`src/lmr_regs.svh`:
```
// Purpose: constants for the local memory region control block
// Assumes: included by the design modules and the bench modules
// Notes:   coprocessor selector values, field positions, map and reset values
//
// Overview of operation
// Instruction window 0000-5FFF: bank0, bank1, ROM of 8K each; 6000-7FFF reserved.
// Data window 8000-DFFF: bank0, bank1, ROM of 8K each; E000-FFFF reserved.
// Presence read: bit 16 data memory present, bit 0 instruction present, rest zero.
// Presence register is register 0, secondary c0, opcode2 2, read only.
// Setup register bits 31-12 hold base; physical base is field shifted left 12.
// Setup bits 11-6 read zero and bit 1 always reads zero.
// Size field bits 5-2: 0000 absent, 0011..1011 are 4 kB..1 MB.
// Setup bit 0 enables the memory; reads return the written enable.
// Data setup is register 9, c1, opcode2 0; instruction setup uses opcode2 1.
// Instruction size field reads fixed 5h (16 kB); writes to it ignored.
// Data size field reads fixed 6h (32 kB); writes to it ignored.
// Software programs instruction base 00000h and data base 00008h.
// Transfers are accepted only from the core in a privileged mode.
// Reset clears both enable bits so neither memory responds.
// A bank is selected only when enabled and inside a RAM or ROM region.
`ifndef LMR_REGS_SVH
`define LMR_REGS_SVH

// Coprocessor selectors
`define LMR_OP1_SYS       3'h0
`define LMR_CRN_PRESENCE  4'h0
`define LMR_CRM_PRESENCE  4'h0
`define LMR_OP2_PRESENCE  3'h2
`define LMR_CRN_REGION    4'h9
`define LMR_CRM_REGION    4'h1
`define LMR_OP2_DATA      3'h0
`define LMR_OP2_INSTR     3'h1

// Presence register fields
`define LMR_PRES_DATA_BIT   16
`define LMR_PRES_INSTR_BIT  0
`define LMR_DATA_PRESENT    1'h1
`define LMR_INSTR_PRESENT   1'h1

// Region setup register fields
`define LMR_BASE_MSB   31
`define LMR_BASE_LSB   12
`define LMR_SIZE_MSB   5
`define LMR_SIZE_LSB   2
`define LMR_EN_BIT     0
`define LMR_RSVD_W     6
`define LMR_SIZE_ABSENT 4'h0
`define LMR_SIZE_4K     4'h3
`define LMR_SIZE_1M     4'hB
`define LMR_INSTR_SIZE  4'h5
`define LMR_DATA_SIZE   4'h6

// Reset values and expected programmed bases
`define LMR_BASE_RESET  20'h00000
`define LMR_EN_RESET    1'h0
`define LMR_INSTR_BASE_EXPECT 20'h00000
`define LMR_DATA_BASE_EXPECT  20'h00008

// Fixed local memory map: bits 31-15 pick the window, 14-13 the 8K region
`define LMR_WIN_INSTR   17'h00000
`define LMR_WIN_DATA    17'h00001
`define LMR_REG_RAM0    2'h0
`define LMR_REG_RAM1    2'h1
`define LMR_REG_ROM     2'h2
`define LMR_REG_RSVD    2'h3

`endif

```
`src/lmr_pkg.sv`:
```
// Purpose: types shared by the local memory region control modules
// Assumes: constants come from lmr_regs.svh
// Notes:   one-hot transfer states
package lmr_pkg;

    typedef struct packed {
        logic        valid;
        logic        write;
        logic        priv;
        logic [2:0]  op1;
        logic [3:0]  crn;
        logic [3:0]  crm;
        logic [2:0]  op2;
        logic [31:0] wdata;
    } cp_req_t;

    typedef struct packed {
        logic ram0;
        logic ram1;
        logic rom;
    } bank_sel_t;

    typedef enum logic [1:0] {
        ST_IDLE = 2'b01,
        ST_RESP = 2'b10
    } xfer_state_t;

endpackage : lmr_pkg

```
`src/region_decode.sv`:
```
// Purpose: decode one side's address into a RAM bank or ROM select
// Assumes: address and valid come from logic on clk_sys
// Notes:   select is registered, one cycle after the address
`include "lmr_regs.svh"
module region_decode
    import lmr_pkg::*;
#(
    parameter logic [16:0] WINDOW = 17'h00000
)(
    // Clock and reset
    input  wire logic      clk_sys,
    input  wire logic      rst,
    // Access
    input  wire logic      acc_valid,
    input  wire logic [31:0] acc_addr,
    input  wire logic      region_enable,
    // Select
    output bank_sel_t      sel
);

    bank_sel_t next_sel;

    always_comb
    begin
        next_sel = '0;
        if (acc_valid && region_enable && acc_addr[31:15] == WINDOW)
        begin
            case (acc_addr[14:13])
                `LMR_REG_RAM0: next_sel.ram0 = 1'b1;
                `LMR_REG_RAM1: next_sel.ram1 = 1'b1;
                `LMR_REG_ROM:  next_sel.rom  = 1'b1;
                default:       next_sel      = '0;   // Reserved 8K: no bank
            endcase
        end
    end

    always_ff @(posedge clk_sys)
    begin
        if (rst)
            sel <= '0;
        else
            sel <= next_sel;
    end

    a_sel_onehot: assert property (@(posedge clk_sys) disable iff (rst)
        $onehot0(sel))
        else $error("more than one bank selected");

    a_rsvd_nosel: assert property (@(posedge clk_sys) disable iff (rst)
        acc_valid && acc_addr[14:13] == `LMR_REG_RSVD |=> sel == '0)
        else $error("reserved region selected a bank");

endmodule : region_decode

```
`src/local_memory_region_control.sv`:
```
// Purpose: system control coprocessor registers for the two local memories
// Assumes: core drives one transfer at a time on clk_sys
// Notes:   answer one cycle after a request is taken; bank selects registered
`include "lmr_regs.svh"
module local_memory_region_control
    import lmr_pkg::*;
(
    // Clock and reset
    input  wire logic        clk_sys,
    input  wire logic        rst,
    // Coprocessor transfer port
    input  cp_req_t          cp_req,
    output logic [31:0]      cp_rdata,
    output logic             cp_ack,
    output logic             cp_undef,
    // Instruction side access
    input  wire logic        instr_acc_valid,
    input  wire logic [31:0] instr_acc_addr,
    output bank_sel_t        instr_side_local_mem_sel,
    // Data side access
    input  wire logic        data_acc_valid,
    input  wire logic [31:0] data_acc_addr,
    output bank_sel_t        data_side_local_mem_sel,
    // Region state
    output logic             instr_region_enable,
    output logic             data_region_enable,
    output logic [31:0]      instr_local_mem_base,
    output logic [31:0]      data_local_mem_base
);

    ////////////////////////////////////////////////////////////////////////
    // Request decode

    logic hit_presence;
    logic hit_data;
    logic hit_instr;
    logic mapped;
    logic allowed;

    always_comb
    begin
        hit_presence = cp_req.op1 == `LMR_OP1_SYS
                    && cp_req.crn == `LMR_CRN_PRESENCE
                    && cp_req.crm == `LMR_CRM_PRESENCE
                    && cp_req.op2 == `LMR_OP2_PRESENCE
                    && !cp_req.write;
        hit_data     = cp_req.op1 == `LMR_OP1_SYS
                    && cp_req.crn == `LMR_CRN_REGION
                    && cp_req.crm == `LMR_CRM_REGION
                    && cp_req.op2 == `LMR_OP2_DATA;
        hit_instr    = cp_req.op1 == `LMR_OP1_SYS
                    && cp_req.crn == `LMR_CRN_REGION
                    && cp_req.crm == `LMR_CRM_REGION
                    && cp_req.op2 == `LMR_OP2_INSTR;
        mapped       = hit_presence || hit_data || hit_instr;
        // User mode never reaches these registers
        allowed      = mapped && cp_req.priv;
    end

    ////////////////////////////////////////////////////////////////////////
    // Transfer sequencing

    xfer_state_t state;
    xfer_state_t next_state;
    logic        take;

    always_comb
    begin
        take = 1'b0;
        case (state)
            ST_IDLE:
            begin
                take       = cp_req.valid;
                next_state = cp_req.valid ? ST_RESP : ST_IDLE;
            end
            ST_RESP: next_state = ST_IDLE;
            default: next_state = ST_IDLE;
        endcase
    end

    always_ff @(posedge clk_sys)
    begin
        if (rst)
            state <= ST_IDLE;
        else
            state <= next_state;
    end

    ////////////////////////////////////////////////////////////////////////
    // Region setup registers

    logic [19:0] data_base;
    logic [19:0] instr_base;
    logic        data_en;
    logic        instr_en;
    logic [19:0] next_data_base;
    logic [19:0] next_instr_base;
    logic        next_data_en;
    logic        next_instr_en;
    logic        wr_ok;

    always_comb
    begin
        wr_ok           = take && allowed && cp_req.write;
        next_data_base  = data_base;
        next_instr_base = instr_base;
        next_data_en    = data_en;
        next_instr_en   = instr_en;
        // Size, reserved and bit 1 are not stored: writes there vanish
        if (wr_ok && hit_data)
        begin
            next_data_base = cp_req.wdata[`LMR_BASE_MSB:`LMR_BASE_LSB];
            next_data_en   = cp_req.wdata[`LMR_EN_BIT];
        end
        if (wr_ok && hit_instr)
        begin
            next_instr_base = cp_req.wdata[`LMR_BASE_MSB:`LMR_BASE_LSB];
            next_instr_en   = cp_req.wdata[`LMR_EN_BIT];
        end
    end

    always_ff @(posedge clk_sys)
    begin
        if (rst)
        begin
            data_base  <= `LMR_BASE_RESET;
            instr_base <= `LMR_BASE_RESET;
            data_en    <= `LMR_EN_RESET;
            instr_en   <= `LMR_EN_RESET;
        end
        else
        begin
            data_base  <= next_data_base;
            instr_base <= next_instr_base;
            data_en    <= next_data_en;
            instr_en   <= next_instr_en;
        end
    end

    ////////////////////////////////////////////////////////////////////////
    // Read data and answer

    logic [31:0] presence_word;
    logic [31:0] data_word;
    logic [31:0] instr_word;
    logic [31:0] next_rdata;
    logic        next_ack;
    logic        next_undef;

    always_comb
    begin
        presence_word = 32'h0000_0000;
        presence_word[`LMR_PRES_DATA_BIT]  = `LMR_DATA_PRESENT;
        presence_word[`LMR_PRES_INSTR_BIT] = `LMR_INSTR_PRESENT;
        // Reserved bits and bit 1 are constant zero
        data_word  = {data_base, {`LMR_RSVD_W{1'b0}}, `LMR_DATA_SIZE, 1'b0,
                      data_en};
        instr_word = {instr_base, {`LMR_RSVD_W{1'b0}}, `LMR_INSTR_SIZE, 1'b0,
                      instr_en};
        next_rdata = 32'h0000_0000;
        next_ack   = 1'b0;
        next_undef = 1'b0;
        if (take)
        begin
            next_ack   = allowed;
            next_undef = !allowed;
            if (allowed && !cp_req.write)
            begin
                if (hit_presence)
                    next_rdata = presence_word;
                else if (hit_data)
                    next_rdata = data_word;
                else
                    next_rdata = instr_word;
            end
        end
    end

    always_ff @(posedge clk_sys)
    begin
        if (rst)
        begin
            cp_rdata <= 32'h0000_0000;
            cp_ack   <= 1'b0;
            cp_undef <= 1'b0;
        end
        else
        begin
            cp_rdata <= next_rdata;
            cp_ack   <= next_ack;
            cp_undef <= next_undef;
        end
    end

    ////////////////////////////////////////////////////////////////////////
    // Region state outputs

    always_ff @(posedge clk_sys)
    begin
        if (rst)
        begin
            instr_region_enable  <= 1'b0;
            data_region_enable   <= 1'b0;
            instr_local_mem_base <= 32'h0000_0000;
            data_local_mem_base  <= 32'h0000_0000;
        end
        else
        begin
            instr_region_enable  <= next_instr_en;
            data_region_enable   <= next_data_en;
            instr_local_mem_base <= {next_instr_base, 12'h000};
            data_local_mem_base  <= {next_data_base, 12'h000};
        end
    end

    ////////////////////////////////////////////////////////////////////////
    // Bank decode; the map is fixed, the base field only reports placement

    region_decode #(
        .WINDOW (`LMR_WIN_INSTR)
    ) u_instr_decode (
        .clk_sys       (clk_sys),
        .rst           (rst),
        .acc_valid     (instr_acc_valid),
        .acc_addr      (instr_acc_addr),
        .region_enable (instr_en),
        .sel           (instr_side_local_mem_sel)
    );

    region_decode #(
        .WINDOW (`LMR_WIN_DATA)
    ) u_data_decode (
        .clk_sys       (clk_sys),
        .rst           (rst),
        .acc_valid     (data_acc_valid),
        .acc_addr      (data_acc_addr),
        .region_enable (data_en),
        .sel           (data_side_local_mem_sel)
    );

    ////////////////////////////////////////////////////////////////////////
    // Checks

    a_presence_read: assert property (@(posedge clk_sys) disable iff (rst)
        state == ST_IDLE && cp_req.valid && cp_req.priv && hit_presence
        |=> cp_ack && cp_rdata == 32'h0001_0001)
        else $error("presence read returned wrong word");

    a_fixed_fields: assert property (@(posedge clk_sys) disable iff (rst)
        cp_ack |-> cp_rdata[11:6] == 6'h00 && cp_rdata[1] == 1'b0)
        else $error("reserved bits of read data not zero");

    a_instr_size: assert property (@(posedge clk_sys) disable iff (rst)
        state == ST_IDLE && cp_req.valid && cp_req.priv && hit_instr && !cp_req.write
        |=> cp_rdata[5:2] == 4'h5)
        else $error("instruction size field not 5h");

    a_data_size: assert property (@(posedge clk_sys) disable iff (rst)
        state == ST_IDLE && cp_req.valid && cp_req.priv && hit_data && !cp_req.write
        |=> cp_rdata[5:2] == 4'h6)
        else $error("data size field not 6h");

    a_enable_write: assert property (@(posedge clk_sys) disable iff (rst)
        state == ST_IDLE && cp_req.valid && cp_req.priv && cp_req.write && hit_data
        |=> ##1 data_region_enable == $past(cp_req.wdata[0], 2))
        else $error("data enable did not follow write");

    a_base_shift: assert property (@(posedge clk_sys) disable iff (rst)
        state == ST_IDLE && cp_req.valid && cp_req.priv && cp_req.write && hit_instr
        |=> ##1 instr_local_mem_base == {$past(cp_req.wdata[31:12], 2), 12'h000})
        else $error("instruction base not field shifted by 12");

    a_user_refused: assert property (@(posedge clk_sys) disable iff (rst)
        state == ST_IDLE && cp_req.valid && !cp_req.priv
        |=> cp_undef && !cp_ack && $stable(data_region_enable)
            && $stable(instr_region_enable))
        else $error("unprivileged transfer was accepted");

    a_reset_disabled: assert property (@(posedge clk_sys)
        $past(rst) |-> !data_en && !instr_en)
        else $error("enable set after reset");

    a_disabled_nosel: assert property (@(posedge clk_sys) disable iff (rst)
        !data_en |=> data_side_local_mem_sel == '0)
        else $error("disabled data memory selected a bank");

    a_answer_once: assert property (@(posedge clk_sys) disable iff (rst)
        cp_ack || cp_undef |=> !cp_ack && !cp_undef)
        else $error("answer held longer than one cycle");

    a_size_legal: assert property (@(posedge clk_sys) disable iff (rst)
        cp_ack |-> cp_rdata[5:2] == `LMR_SIZE_ABSENT
            || (cp_rdata[5:2] >= `LMR_SIZE_4K && cp_rdata[5:2] <= `LMR_SIZE_1M))
        else $error("size field holds a reserved code");

    a_data_base: assert property (@(posedge clk_sys) disable iff (rst)
        state == ST_IDLE && cp_req.valid && cp_req.priv && cp_req.write && hit_data
        |=> ##1 data_local_mem_base == {$past(cp_req.wdata[31:12], 2), 12'h000})
        else $error("data base not field shifted by 12");

    a_instr_enable: assert property (@(posedge clk_sys) disable iff (rst)
        state == ST_IDLE && cp_req.valid && cp_req.priv && cp_req.write && hit_instr
        |=> ##1 instr_region_enable == $past(cp_req.wdata[0], 2))
        else $error("instruction enable did not follow write");

endmodule : local_memory_region_control

```
`config.mk`:
```
export PLATFORM = sky130hd
export DESIGN_NAME = local_memory_region_control
export DESIGN_NICKNAME = d
export VERILOG_FILES = /design/src/lmr_pkg.sv /design/src/region_decode.sv /design/src/local_memory_region_control.sv
export VERILOG_INCLUDE_DIRS = /design/src /design/src/src
export SDC_FILE = /design/constraint.sdc
export NUM_CORES = 1
export LEC_CHECK = 0
export ABC_CLOCK_PERIOD_IN_PS = 5850
export BUFFER_PORTS_ARGS = -buffer_cell sky130_fd_sc_hd__buf_2
export CAP_MARGIN = 20
export CELL_PAD_IN_SITES_DETAIL_PLACEMENT = 0
export CELL_PAD_IN_SITES_GLOBAL_PLACEMENT = 1
export CORE_MARGIN = 2
export CORE_UTILIZATION = 30
export DETAILED_ROUTE_END_ITERATION = 6
export PLACE_DENSITY_LB_ADDON = 0.1
export SLEW_MARGIN = 20
export SYNTH_ARGS = -nofsm -noshare
export SYNTH_HDL_FRONTEND = slang
export SYNTH_HIERARCHICAL = 1
export SYNTH_SLANG_ARGS = --single-unit
```
`constraint.sdc`:
```
create_clock -name clk_sys -period 5.85 [get_ports clk_sys]
set_input_delay 1.755 -clock clk_sys [delete_from_list [all_inputs] [get_ports clk_sys]]
set_output_delay 1.755 -clock clk_sys [all_outputs]
set_load 0.03 [all_outputs]
```
Word level (Yosys, flattened, before mapping)
Index checks and enable logic that the tools add are counted.
- reductions and logical operators: 35
- eq/ne operators: 10
- multiplexer cells: 12
- bitwise logic cells: 5
- operators by type and width (operator ; count):
    20-bit 2-to-1 mux ; 2
    32-bit 2-to-1 mux ; 1
    1-bit logical AND ; 18
    17-bit by 1-bit equality test with 1-bit output, second input constant ; 1
    17-bit zero test ; 1
    17-bit 2-to-1 mux ; 1
    4-bit zero test ; 2
    2-bit OR reduction ; 4
    1-bit 2-to-1 mux ; 7
    2-bit by 1-bit equality test with 1-bit output, second input constant ; 3
    3-bit zero test ; 2
    1-bit NOT ; 5
    2-bit equality test, second input constant ; 2
    4-bit by 1-bit equality test with 1-bit output, second input constant ; 1
    4-bit equality test, second input constant ; 1
    2-bit zero test ; 2
    4-bit OR reduction ; 1
    3-bit by 1-bit equality test with 1-bit output, second input constant ; 1
    3-bit by 2-bit equality test with 1-bit output, second input constant ; 1
    3-bit OR reduction ; 1
    1-bit zero test ; 2
    1-bit logical OR ; 2
    2-bit 2-to-1 mux ; 1
- output and inout bits: 106
- logic and storage cells: 79
- register bits: 108
- input port bits: 117

Logic depth before layout (Yosys ltp)
Gate-level depths: netlist (run 1).
- word-level depth: 12
- mapped depth: 7
- depth with buffers taken out: 5

Hierarchy
The synthesis (run 1) kept the hierarchy.
- by module, submodules not included (module ; instances ; cells an instance ; area an instance (µm²)):
    local_memory_region_control ; 1 ; 352 ; 2961.6
    region_decode at u_data_decode ; 1 ; 13 ; 140.1
    region_decode at u_instr_decode ; 1 ; 13 ; 137.6

Least setup slack after synthesis (run 1)
Ideal clock, no wire load.
- path type: input -> register
- from: in cp_req[43] in the netlist's numbering
- to: reg cp_rdata[23]
- cell stages on the path: 5
- buffers on the path: 1
- slack: 2.732 ns
- arrival time: 3.052 ns
- setup time: 0.066 ns
- path through: nor4_4 -> nand2_1 -> or4_4 -> buf_6 -> a21oi_2
- cells in the longest elaborated chain, start to end: 11
- elaborated cells between the ends (all ways): 16
- those cells by class: mux: 1; bitwise: 1; reduce/logical: 14
- ends and longest elaborated chain (item ; RTL line ; source):
    start, declared ; local_memory_region_control.sv:12 ; input cp_req_t cp_req,
    3-bit zero test (no line) * ; n/a ;
    1-bit logical AND (no line) (3 in series) ; n/a ;
    1-bit logical AND ; local_memory_region_control.sv:42 ; hit_presence = cp_req.op1 == `LMR_OP1_SYS
    1-bit logical OR (2 in series) ; local_memory_region_control.sv:55 ; mapped = hit_presence || hit_data || hit_instr;
    1-bit logical AND ; local_memory_region_control.sv:57 ; allowed = mapped && cp_req.priv;
    1-bit logical AND ; local_memory_region_control.sv:167 ; if (allowed && !cp_req.write)
    1-bit NOT (no line) ; n/a ;
    4-bit OR reduction (no line) ; n/a ;
    end signal, assigned ; local_memory_region_control.sv:189 ; cp_rdata <= next_rdata;
    end, declared ; local_memory_region_control.sv:13 ; output logic [31:0] cp_rdata,
Mark *: on every way between the ends. The rest lies on a longest branch, timed or not.
A chain may end at the register's enable or synchronous reset.

Worst setup path after layout (run 1)
- from: in cp_req[44] in the netlist's numbering
- to: reg cp_rdata[16]
- cells in the longest elaborated chain, start to end: 11
- elaborated cells between the ends (all ways): 17
- those cells by class: mux: 2; bitwise: 1; reduce/logical: 14
- ends and longest elaborated chain (item ; RTL line):
    3-bit zero test (no line) * ; n/a
    1-bit logical AND (no line) (3 in series) ; n/a
    1-bit logical AND ; local_memory_region_control.sv:42
    1-bit logical OR (2 in series) ; local_memory_region_control.sv:55
    1-bit logical AND ; local_memory_region_control.sv:57
    1-bit logical AND ; local_memory_region_control.sv:167
    1-bit NOT (no line) ; n/a
    3-bit OR reduction (no line) ; n/a
Marks and branches as above.

==> reports/metrics.cfg, run 1 <==
[yosys]
yosysSeqAreaShare_pct = 47.0
yosysTopAreaCell = dfxtp_1
synthFlopType = dfxtp_1
yosys_warnings = 6
postSynthRegisterBits = 76
syn_inst = 378
syn_area_per_cell_sq_um = 8.57
yosys-top-cells-area = dfxtp_1 (47%), buf_4 (7.4%), a21oi_1 (7.0%)
synth.top_cells.by_count = dfxtp_1 (76), a21oi_1 (45), nand3_1 (44)
async_flop_share_pct = 0
yosysUniqueCellTypes = 31
netlist_area_sq_um = 3240
synth_edf_count = 0
synth_top_area_share_pct = 47.0
synth.most_common_cell = dfxtp_1

[timing]
worst_pin_slew_ns = 1.03
period_minus_slack_ns = 3.71
fin_crit_sh_pct = 63.4
timing.setup.tns_ns = 0
finalHoldViolations = 0
max_slew_margin_pct = 31.1
rsz0062_at_grt = no
drv_slew = 0
final-setup-viol-count = 0
whs_ns = 0.469
fmax_ghz = 0.270
fin_skew_ns = 0.00983

[critical_path]
slowest_stage = and3_1
max_stage_delay_ns = 0.94
critical_path_class = in2reg
end_kind = flop
crit_buf_inv = 1
crit_required_ns = 6.09
cp_top_family = simple AND/OR/NAND/NOR gates
reg2reg_slack_ns = 4.04
worstPathMaxFanout = 23
arrival_ns = 3.94
start_kind = input port
cp_cell_sequence = buf_2, nor4_1, and3_1, nand2_1, o221a_1

[global_route]
grt_pass1_vias = 2975
grt_antenna_before_repair = 0
track_usage_pct = 17.2
grt_pass1_wl_um = 15500
grt_overflow = 0
grt_max_degree = 46

[power_and_ir_drop]
leakagePower_nw = 1.75
power.density_nw_per_um2 = 251
vdd_drop_max_mv = 0.157

[clocking]
hold_buffers = 0
cts_resized = 0
cts-htree-levels = 3
clkLatencyLatePin_ns = 0.35
max-clock-path-buffers = 2
clk_pin_slew_ns = 0.08
root_buffer = clkbuf_8
tritoncts = done
cts_sinks = 76
cts_buffers = 9
cts_setup_buffers = 0

[floorplan]
initial_core_util_pct = 31.1
dieArea_sq_um = 11600
die_y_um = 108
die_w_um = 108
num_rows = 37
ios = 223
design.core.area_sq_um = 10400

[cells_and_area]
drive_gt1_share_pct = 38.1
diodes = 0
nNetsFinal = 632
synthToLayoutAreaGrowth_pct = 28.9

[route]
postRouteAntennaNets = 0
num_vias = 3119
firstDrtPassIters = 4
detail_route.iter0.violations = 125
viasPerCell = 4.75
wl_um = 10100
avgRoutedWirePerCell_um = 15.4
drc = 0

[worst_hold_path]
hold_path_class = reg2reg

[flow_run]
max_cap_viol_count = 0

[placed_design]
dp_hpwl_um = 6880
place_congestion = 0.738
portBuffers = 153

[run_status]
status = completed

-- kinds of logic (layout without fill, tap and decap cells) --
| family | Yosys count | count (layout) | synth area share (%) |
|---|---|---|---|
| AND/OR/NAND/NOR | 126 | 126 | 21.5 |
| AO/OA/AOI/OAI | 108 | 108 | 19.2 |
| flip-flops | 76 | 76 | 47.0 |
| buffers and inverters | 67 | 178 | 12.2 |
| other | 1 | 32 | 0.116 |
-- sequential cells by signal (all words and copies together) (netlist names) --
| signal | cells |
|---|---|
| cp_ack | 1 |
| cp_rdata | 24 |
| state | 2 |
| instr_local_mem_base | 20 |
| instr_region_enable | 1 |
| u_instr_decode/sel | 3 |
| data_local_mem_base | 20 |
| cp_undef | 1 |
| data_region_enable | 1 |
| u_data_decode/sel | 3 |
-- routing by layer --
layer  track usage, %  wire, um  part of all wire, %
met1             21.0      4400                   44
met3             4.42       638                  6.3
met2             29.7      4920                   49
met5                0         0                    0
met4             4.95       124                  1.2
-- through the flow --
stage	utilization [%]	cells	power (W)	cell area (sq um)	worst slack, ns
after floorplan	-	409	0.000587	3360	2.73
after global placement	37.7	638	0.000605	3930	1.76
after detailed placement	37.9	640	0.000605	3950	1.78
after CTS	40.1	656	0.00106	4180	2.15
after global routing	40.1	656	0.00109	4180	1.95
final	40.1	656	0.00105	4180	2.14
-- worst min-delay path: stages, from the launching register on --
cell and delay [ns]:
dfxtp_1 0.32, nand2_1 0.05, a21oi_1 0.05
-- final cells by class --
type,instances,area [sq um]
Tap cell,136,170
Multi-Input combinational cell,266,1440
Inverter,6,22.5
Clock buffer,11,141
Sequential cell,76,1520
Timing Repair Buffer,156,796
Fill cell,1107,6240
Clock inverter,5,83.8
-- power by group --
| part | internal (W) | total [W] | switching [W] | leakage [nW] |
|---|---|---|---|---|
| logic | 0.0000233 | 0.0000750 | 0.0000517 | 1.03 |
| registers | 0.000518 | 0.000518 | 0.000000287 | 0.612 |
| clock network | 0.000254 | 0.000453 | 0.000200 | 0.106 |
| total | 0.000795 | 0.00105 | 0.000252 | 1.75 |
-- worst paths after layout --
kind | to | depth (start not counted) | startpoint
max | cp_rdata[16] | 5 | cp_req[44]
min | cp_rdata[31] | 2 | instr_local_mem_base[31]
max reg2reg | cp_rdata[2] | 5 | state[1]
min reg2reg | cp_rdata[31] | 2 | instr_local_mem_base[31]
-- cell usage in the layout, fill, tap and decap left out, types with 3 or more instances in the layout --
| cell | instances |
|---|---|
| nand4_1 | 6 |
| o21ai_0 | 42 |
| a21oi_1 | 45 |
| buf_2 | 153 |
| clkbuf_8 | 10 |
| or4_4 | 3 |
| a21oi_2 | 18 |
| nor2_1 | 4 |
| conb_1 | 32 |
| dfxtp_1 | 76 |
| nor4_1 | 11 |
| nand3_1 | 44 |
| nand2_1 | 40 |
| inv_1 | 5 |
No activity file was read; power rests on OpenSTA's default activity.
==> run 2: changes to the inputs <==
--- a/config.mk
+++ b/config.mk
@@ -6,13 +6,13 @@
 export SDC_FILE = /design/constraint.sdc
 export NUM_CORES = 1
 export LEC_CHECK = 0
-export ABC_CLOCK_PERIOD_IN_PS = 5850
+export ABC_CLOCK_PERIOD_IN_PS = 3350
 export BUFFER_PORTS_ARGS = -buffer_cell sky130_fd_sc_hd__buf_2
 export CAP_MARGIN = 20
 export CELL_PAD_IN_SITES_DETAIL_PLACEMENT = 0
 export CELL_PAD_IN_SITES_GLOBAL_PLACEMENT = 1
 export CORE_MARGIN = 2
-export CORE_UTILIZATION = 30
+export CORE_UTILIZATION = 25
 export DETAILED_ROUTE_END_ITERATION = 6
 export PLACE_DENSITY_LB_ADDON = 0.1
 export SLEW_MARGIN = 20
==> constraint.sdc (replaced) <==
create_clock -name clk_sys -period 3.35 [get_ports clk_sys]
set_input_delay 1.005 -clock clk_sys [delete_from_list [all_inputs] [get_ports clk_sys]]
set_output_delay 1.005 -clock clk_sys [all_outputs]
set_load 0.03 [all_outputs]
==> reports/metrics.cfg, run 2 (synthesis results as in run 1) <==
[run_status]
status = completed

[cells_and_area]
final_common_cell = buf_2
fill_cells = 1360  ; +23%
drive_gt1_share_pct = 39.0  ; +0.94 points
synthToLayoutAreaGrowth_pct = 35.0
design_area_sq_um = 4370  ; +4.8%
seqCellArea_sq_um = 1520  ; unchanged
diodes = 0  ; unchanged
max_flop_register = cp_rdata
layout_common_cells = buf_2 (153), dfxtp_1 (76), a21oi_1 (45), nand3_1 (44), o21ai_0 (42)
multi_input_area_sq_um = 1440  ; unchanged
largest_reg_flops = 24  ; unchanged
nNetsFinal = 640  ; +1.3%
top_regs = cp_rdata x24, data_local_mem_base x20, instr_local_mem_base x20

[critical_path]
cp_top_family = simple AND/OR/NAND/NOR gates
rr_worst_depth = 5  ; unchanged
rr_endpoint = cp_rdata[31]
critical_path_class = in2reg
crit_buf_inv = 1  ; unchanged
arrival_ns = 2.68  ; -1.26 ns
max_stage_delay_ns = 0.78  ; -0.16 ns
reg2reg_from = state[1]
slowest_stage = or4_4
cp_cell_sequence = buf_2, nor4_4, nand2_1, or4_4, a21oi_1
crit_required_ns = 3.60  ; -2.49 ns
end_kind = flop
worstPathMaxFanout = 22  ; -4.3%
start_kind = input port
reg2reg_slack_ns = 1.56  ; -2.48 ns

[route]
wl_um = 10500  ; +4.2%
firstDrtPassIters = 4  ; unchanged
num_vias = 3166  ; +1.5%
avgRoutedWirePerCell_um = 15.0  ; -2.4%
postRouteAntennaNets = 0  ; unchanged
viasPerCell = 4.52  ; -4.9%
detail_route.iter0.violations = 101  ; -19%
drc = 0  ; unchanged

[clocking]
cts_sinks = 76  ; unchanged
hold_buffers = 0  ; unchanged
root_buffer = clkbuf_16
cts-htree-levels = 3  ; unchanged
clk_pin_slew_ns = 0.06  ; -0.02 ns
tritoncts = done
cts_buffers = 9  ; unchanged
cts_setup_buffers = 0  ; unchanged
max-clock-path-buffers = 2  ; unchanged
cts_resized = 0  ; unchanged
clkLatencyLatePin_ns = 0.33  ; -0.02 ns

[timing]
period_minus_slack_ns = 2.43
fmax_ghz = 0.412
finalHoldViolations = 0  ; unchanged
final-setup-viol-count = 0  ; unchanged
max_slew_margin_pct = 60.7  ; +30 points
drv_slew = 0  ; unchanged
rsz0062_at_grt = no
fin_skew_ns = 0.00484  ; -0.00499 ns
fin_crit_sh_pct = 72.4
worst_pin_slew_ns = 0.584  ; -0.450 ns
timing.setup.tns_ns = 0  ; unchanged

[power_and_ir_drop]
power.density_nw_per_um2 = 471  ; +88%
leakagePower_nw = 1.84  ; +5.1%
vdd_drop_max_mv = 0.204  ; +30%

[placed_design]
place_area_sq_um = 4060  ; +2.8%
dp_hpwl_um = 7010  ; +1.9%
portBuffers = 153  ; unchanged
place_congestion = 0.745  ; +1.0%

[floorplan]
die_y_um = 118  ; +9.2%
num_rows = 41  ; +11%
dieArea_sq_um = 13900  ; +19%
design.core.area_sq_um = 12600  ; +21%
initial_core_util_pct = 25.7  ; -5.4 points
ios = 223  ; unchanged
die_w_um = 118  ; +9.2%

[global_route]
grt_antenna_before_repair = 0  ; unchanged
track_usage_pct = 15.0  ; -2.2 points
grt_overflow = 0  ; unchanged
grt_pass1_vias = 3046  ; +2.4%
grt_pass1_wl_um = 16500  ; +6.4%
grt_max_degree = 45  ; -2.2%

[worst_hold_path]
min_from = instr_local_mem_base[30]
hold_path_class = reg2reg
min_path_cells = 2  ; unchanged
min_to = cp_rdata[30]

[flow_run]
max_cap_viol_count = 0  ; unchanged

[run 2: how the worst max path moves through the flow]
stage / startpoint / to / slack, ns / cells past startpoint
detailed placement: cp_req[43] / cp_rdata[31] / 0.55 / 5
finish: cp_req[43] / cp_rdata[31] / 0.92 / 5
global placement: cp_req[43] / cp_rdata[31] / 0.58 / 5
floorplan: cp_req[43] / cp_rdata[23] / 0.98 / 5
global route: cp_req[43] / cp_rdata[31] / 0.75 / 5
CTS: cp_req[43] / cp_rdata[31] / 0.90 / 5
[run 2: power by group]
| part | internal [W] | switching [W] |
|---|---|---|
| logic | 0.0000425 | 0.0000916 |
| clock network | 0.000639 | 0.000379 |
| registers | 0.000906 | 0.000000469 |
| total | 0.00159 | 0.000471 |
[run 2: layout make-up]
type / count / area share, %
clock inverters: 3 / 1.00
clock buffers: 13 / 6.18
flip-flops and latches: 76 / 34.8
inverters: 6 / 0.515
multi-input cells: 266 / 32.9
well taps: 172 / 4.92
repair buffers: 164 / 19.7
[run 2: routing by layer]
metal	track usage, %	part of all wire [%]	up-vias
met3	4.36	7.2	11
li1	-	-	1556
met5	0	0	-
met1	18.0	43	1476
met2	25.9	49	123
met4	4.07	1.0	0
[run 2: tightest hold or removal path: cells and delay by family (launching register included)]
family	cells	cell delay [ns]
AO/OA/AOI/OAI	1	0.04
flip-flops	1	0.32
AND/OR/NAND/NOR	1	0.07
[run 2: per-stage QoR]
step | setup slack [ns] | cells | total power (W) | utilization, % | hold slack (ns)
after floorplan | 0.982 | 409 | 0.00103 | - | 0.585
after global placement | 0.579 | 684 | 0.00106 | 32.2 | 0.463
after detailed placement | 0.554 | 684 | 0.00106 | 32.2 | 0.465
after CTS | 0.905 | 700 | 0.00209 | 34.7 | 0.473
after global routing | 0.754 | 700 | 0.00214 | 34.7 | 0.499
final | 0.925 | 700 | 0.00206 | 34.7 | 0.468
==> run 3: changes to the inputs <==
--- a/config.mk
+++ b/config.mk
@@ -6,13 +6,14 @@
 export SDC_FILE = /design/constraint.sdc
 export NUM_CORES = 1
 export LEC_CHECK = 0
-export ABC_CLOCK_PERIOD_IN_PS = 3350
+export ABC_AREA = 1
+export ABC_CLOCK_PERIOD_IN_PS = 2300
 export BUFFER_PORTS_ARGS = -buffer_cell sky130_fd_sc_hd__buf_2
 export CAP_MARGIN = 20
 export CELL_PAD_IN_SITES_DETAIL_PLACEMENT = 0
 export CELL_PAD_IN_SITES_GLOBAL_PLACEMENT = 1
 export CORE_MARGIN = 2
-export CORE_UTILIZATION = 25
+export CORE_UTILIZATION = 28
 export DETAILED_ROUTE_END_ITERATION = 6
 export PLACE_DENSITY_LB_ADDON = 0.1
 export SLEW_MARGIN = 20
==> constraint.sdc (replaced) <==
create_clock -name clk_sys -period 2.3 [get_ports clk_sys]
set_input_delay 0.69 -clock clk_sys [delete_from_list [all_inputs] [get_ports clk_sys]]
set_output_delay 0.69 -clock clk_sys [all_outputs]
set_load 0.03 [all_outputs]
==> reports/metrics.cfg, run 3 <==
[critical_path]
slowest_stage = buf_4
cp_cell_sequence = buf_2, nor2_1, nand2_1, nor2_1, nand3_2, inv_2, nand3_4, buf_4, nor2_1, nor2_1
cp_top_family = simple AND/OR/NAND/NOR gates
worstPathMaxFanout = 28  ; +27%
crit_required_ns = 2.53  ; -1.07 ns
critical_path_class = in2reg
crit_buf_inv = 3  ; +2
max_stage_delay_ns = 0.25  ; -0.53 ns
reg2reg_from = state[0]
end_kind = flop
cp_common_cell = nor2_1
arrival_ns = 1.98  ; -0.70 ns
crit_start = cp_req[41]
start_kind = input port

[clocking]
clk_pin_slew_ns = 0.06  ; about the same
tritoncts = done
cts_resized = 0  ; unchanged
max-clock-path-buffers = 2  ; unchanged
cts_buffers = 9  ; unchanged
hold_buffers = 0  ; unchanged
root_buffer = clkbuf_16
clkLatencyLatePin_ns = 0.33  ; about the same
cts_sinks = 76  ; unchanged
cts-htree-levels = 3  ; unchanged
cts_setup_buffers = 0  ; unchanged

[timing]
final-setup-viol-count = 0  ; unchanged
fin_skew_ns = 0.00554  ; +0.000702 ns
setup_slack_ns = 0.551  ; -0.373 ns
rsz0062_at_grt = no
finalHoldViolations = 0  ; unchanged
timing.setup.tns_ns = 0  ; unchanged
drv_slew = 0  ; unchanged
fin_crit_sh_pct = 76.0
period_minus_slack_ns = 1.75
fmax_ghz = 0.572

[floorplan]
num_rows = 40  ; -2.4%
ios = 223  ; unchanged
initial_core_util_pct = 28.9  ; +3.3 points
design.core.area_sq_um = 12200  ; -3.6%
dieArea_sq_um = 13500  ; -2.9%
die_y_um = 116  ; -1.5%
die_w_um = 116  ; -1.5%

[flow_run]
max_cap_viol_count = 0  ; unchanged

[cells_and_area]
largest_reg_flops = 24  ; unchanged
max_flop_register = cp_rdata
diodes = 0  ; unchanged
drive_gt1_share_pct = 33.9  ; -5.2 points
final_common_cell = buf_2
final_util_pct = 38.6  ; +3.9 points
synthToLayoutAreaGrowth_pct = 33.4
top_regs = cp_rdata x24, data_local_mem_base x20, instr_local_mem_base x20
nNetsFinal = 756  ; +18%
layout_common_cells = buf_2 (153), nor2_1 (101), nand2_1 (86), dfxtp_1 (76), inv_1 (55)

[yosys]
synth_top_area_share_pct = 43.2  ; -3.7 points
yosysUniqueCellTypes = 24  ; -23%
synth_edf_count = 0  ; unchanged
syn_area_per_cell_sq_um = 7.29  ; -15%
synth.most_common_cell = nor2_1
postSynthRegisterBits = 76  ; unchanged
yosys-top-cells-area = dfxtp_1 (43%), nor2_1 (11%), nand2_1 (9.2%)
yosysSeqAreaShare_pct = 43.2  ; -3.7 points
yosysTopAreaCell = dfxtp_1
async_flop_share_pct = 0  ; unchanged
synth.top_cells.by_count = nor2_1 (102), nand2_1 (86), dfxtp_1 (76)
netlist_area_sq_um = 3520  ; +8.7%
syn_inst = 483  ; +28%
yosys_warnings = 6  ; unchanged
synthFlopType = dfxtp_1

[route]
firstDrtPassIters = 5  ; +1
detail_route.iter0.violations = 109  ; +7.9%
viasPerCell = 4.17  ; -7.8%
postRouteAntennaNets = 0  ; unchanged
avgRoutedWirePerCell_um = 12.6  ; -16%
num_vias = 3386  ; +6.9%
wl_um = 10300  ; -2.3%
drc = 0  ; unchanged

[worst_hold_path]
hold_path_class = reg2reg
min_from = data_region_enable

[global_route]
grt_antenna_before_repair = 0  ; unchanged
grt_pass1_wl_um = 15700  ; -4.6%
track_usage_pct = 15.3  ; +0.37 points
grt_pass1_vias = 3184  ; +4.5%
grt_max_degree = 29  ; -36%
grt_overflow = 0  ; unchanged

[placed_design]
portBuffers = 153  ; unchanged
place_congestion = 0.799  ; +7.2%
dp_hpwl_um = 7740  ; +10%
preCtsSetupSlack_ns = 0.202  ; -0.352 ns

[power_and_ir_drop]
power.density_nw_per_um2 = 632  ; +34%
leakagePower_nw = 2.38  ; +29%
vdd_drop_max_mv = 0.222  ; +9.0%

[run_status]
status = completed

-- run 3: cell count changes in the layout (fill, tap and decap cells not counted), moves of 11 or more --
cell     before  now
a21oi_1      45    4
a21oi_2      18    0
a31oi_1       1   21
inv_1         5   55
nand2_1      40   86
nand3_1      44    3
nor2_1        4  101
nor3_1        2   25
nor3_2        0   18
nor4_1       11    0
o21ai_0      42   17
-- run 3: logic make-up (layout without fill, tap and decap cells) --
| kind of cell | count (synthesis) | in the layout | share of synthesized area [%] |
|---|---|---|---|
| other cells | 1 | 32 | 0.107 |
| buf+inv | 114 | 244 | 16.9 |
| simple gates | 247 | 247 | 32.6 |
| compound gates | 45 | 45 | 7.15 |
| flops | 76 | 76 | 43.2 |
-- run 3: layout make-up --
cell class | instances | area, sq um
Clock inverter | 6 | 62.6
Tap cell | 168 | 210
Clock buffer | 10 | 239
Timing Repair Buffer | 171 | 926
Multi-Input combinational cell | 324 | 1520
Sequential cell | 76 | 1520
Inverter | 57 | 214
Fill cell | 1336 | 7470
-- run 3: worst min-delay path, cell delays in order, from the launching register on --
cell and delay (ns):
dfxtp_1 0.34, nand2_1 0.07, a21oi_1 0.05
-- run 3: final timing paths --
kind,endpoint,slack [ns],depth (start not counted)
worst max-delay path,data_local_mem_base[17],0.55,10
worst min-delay path,cp_rdata[0],0.51,2
worst max register to register,data_local_mem_base[17],0.93,8
worst min register to register,cp_rdata[0],0.51,2
-- run 3: metal layers --
metal / vias up / wire [um] / track usage (%)
li1: 1751 / - / -
met1: 1500 / 4630 / 19.2
met2: 127 / 4630 / 24.7
met3: 8 / 857 / 4.31
met4: 0 / 142 / 6.83
met5: - / 0 / 0
-- run 3: per-stage QoR --
step                cells  cell area, sq um  hold slack [ns]  total power (W)
floorplan             514              3640            0.506          0.00151
global placement      796              4390            0.499          0.00157
detailed placement    796              4390            0.503          0.00157
CTS                   812              4700            0.513          0.00302
global route          812              4700            0.557          0.00310
finish                812              4700            0.507          0.00297
-- run 3: power by group --
group          internal (W)  switching, W  leakage, nW
Sequential          0.00132   0.000000799        0.612
Clock              0.000869      0.000557        0.153
Combinational     0.0000662      0.000153         1.61
Total               0.00225      0.000711         2.38
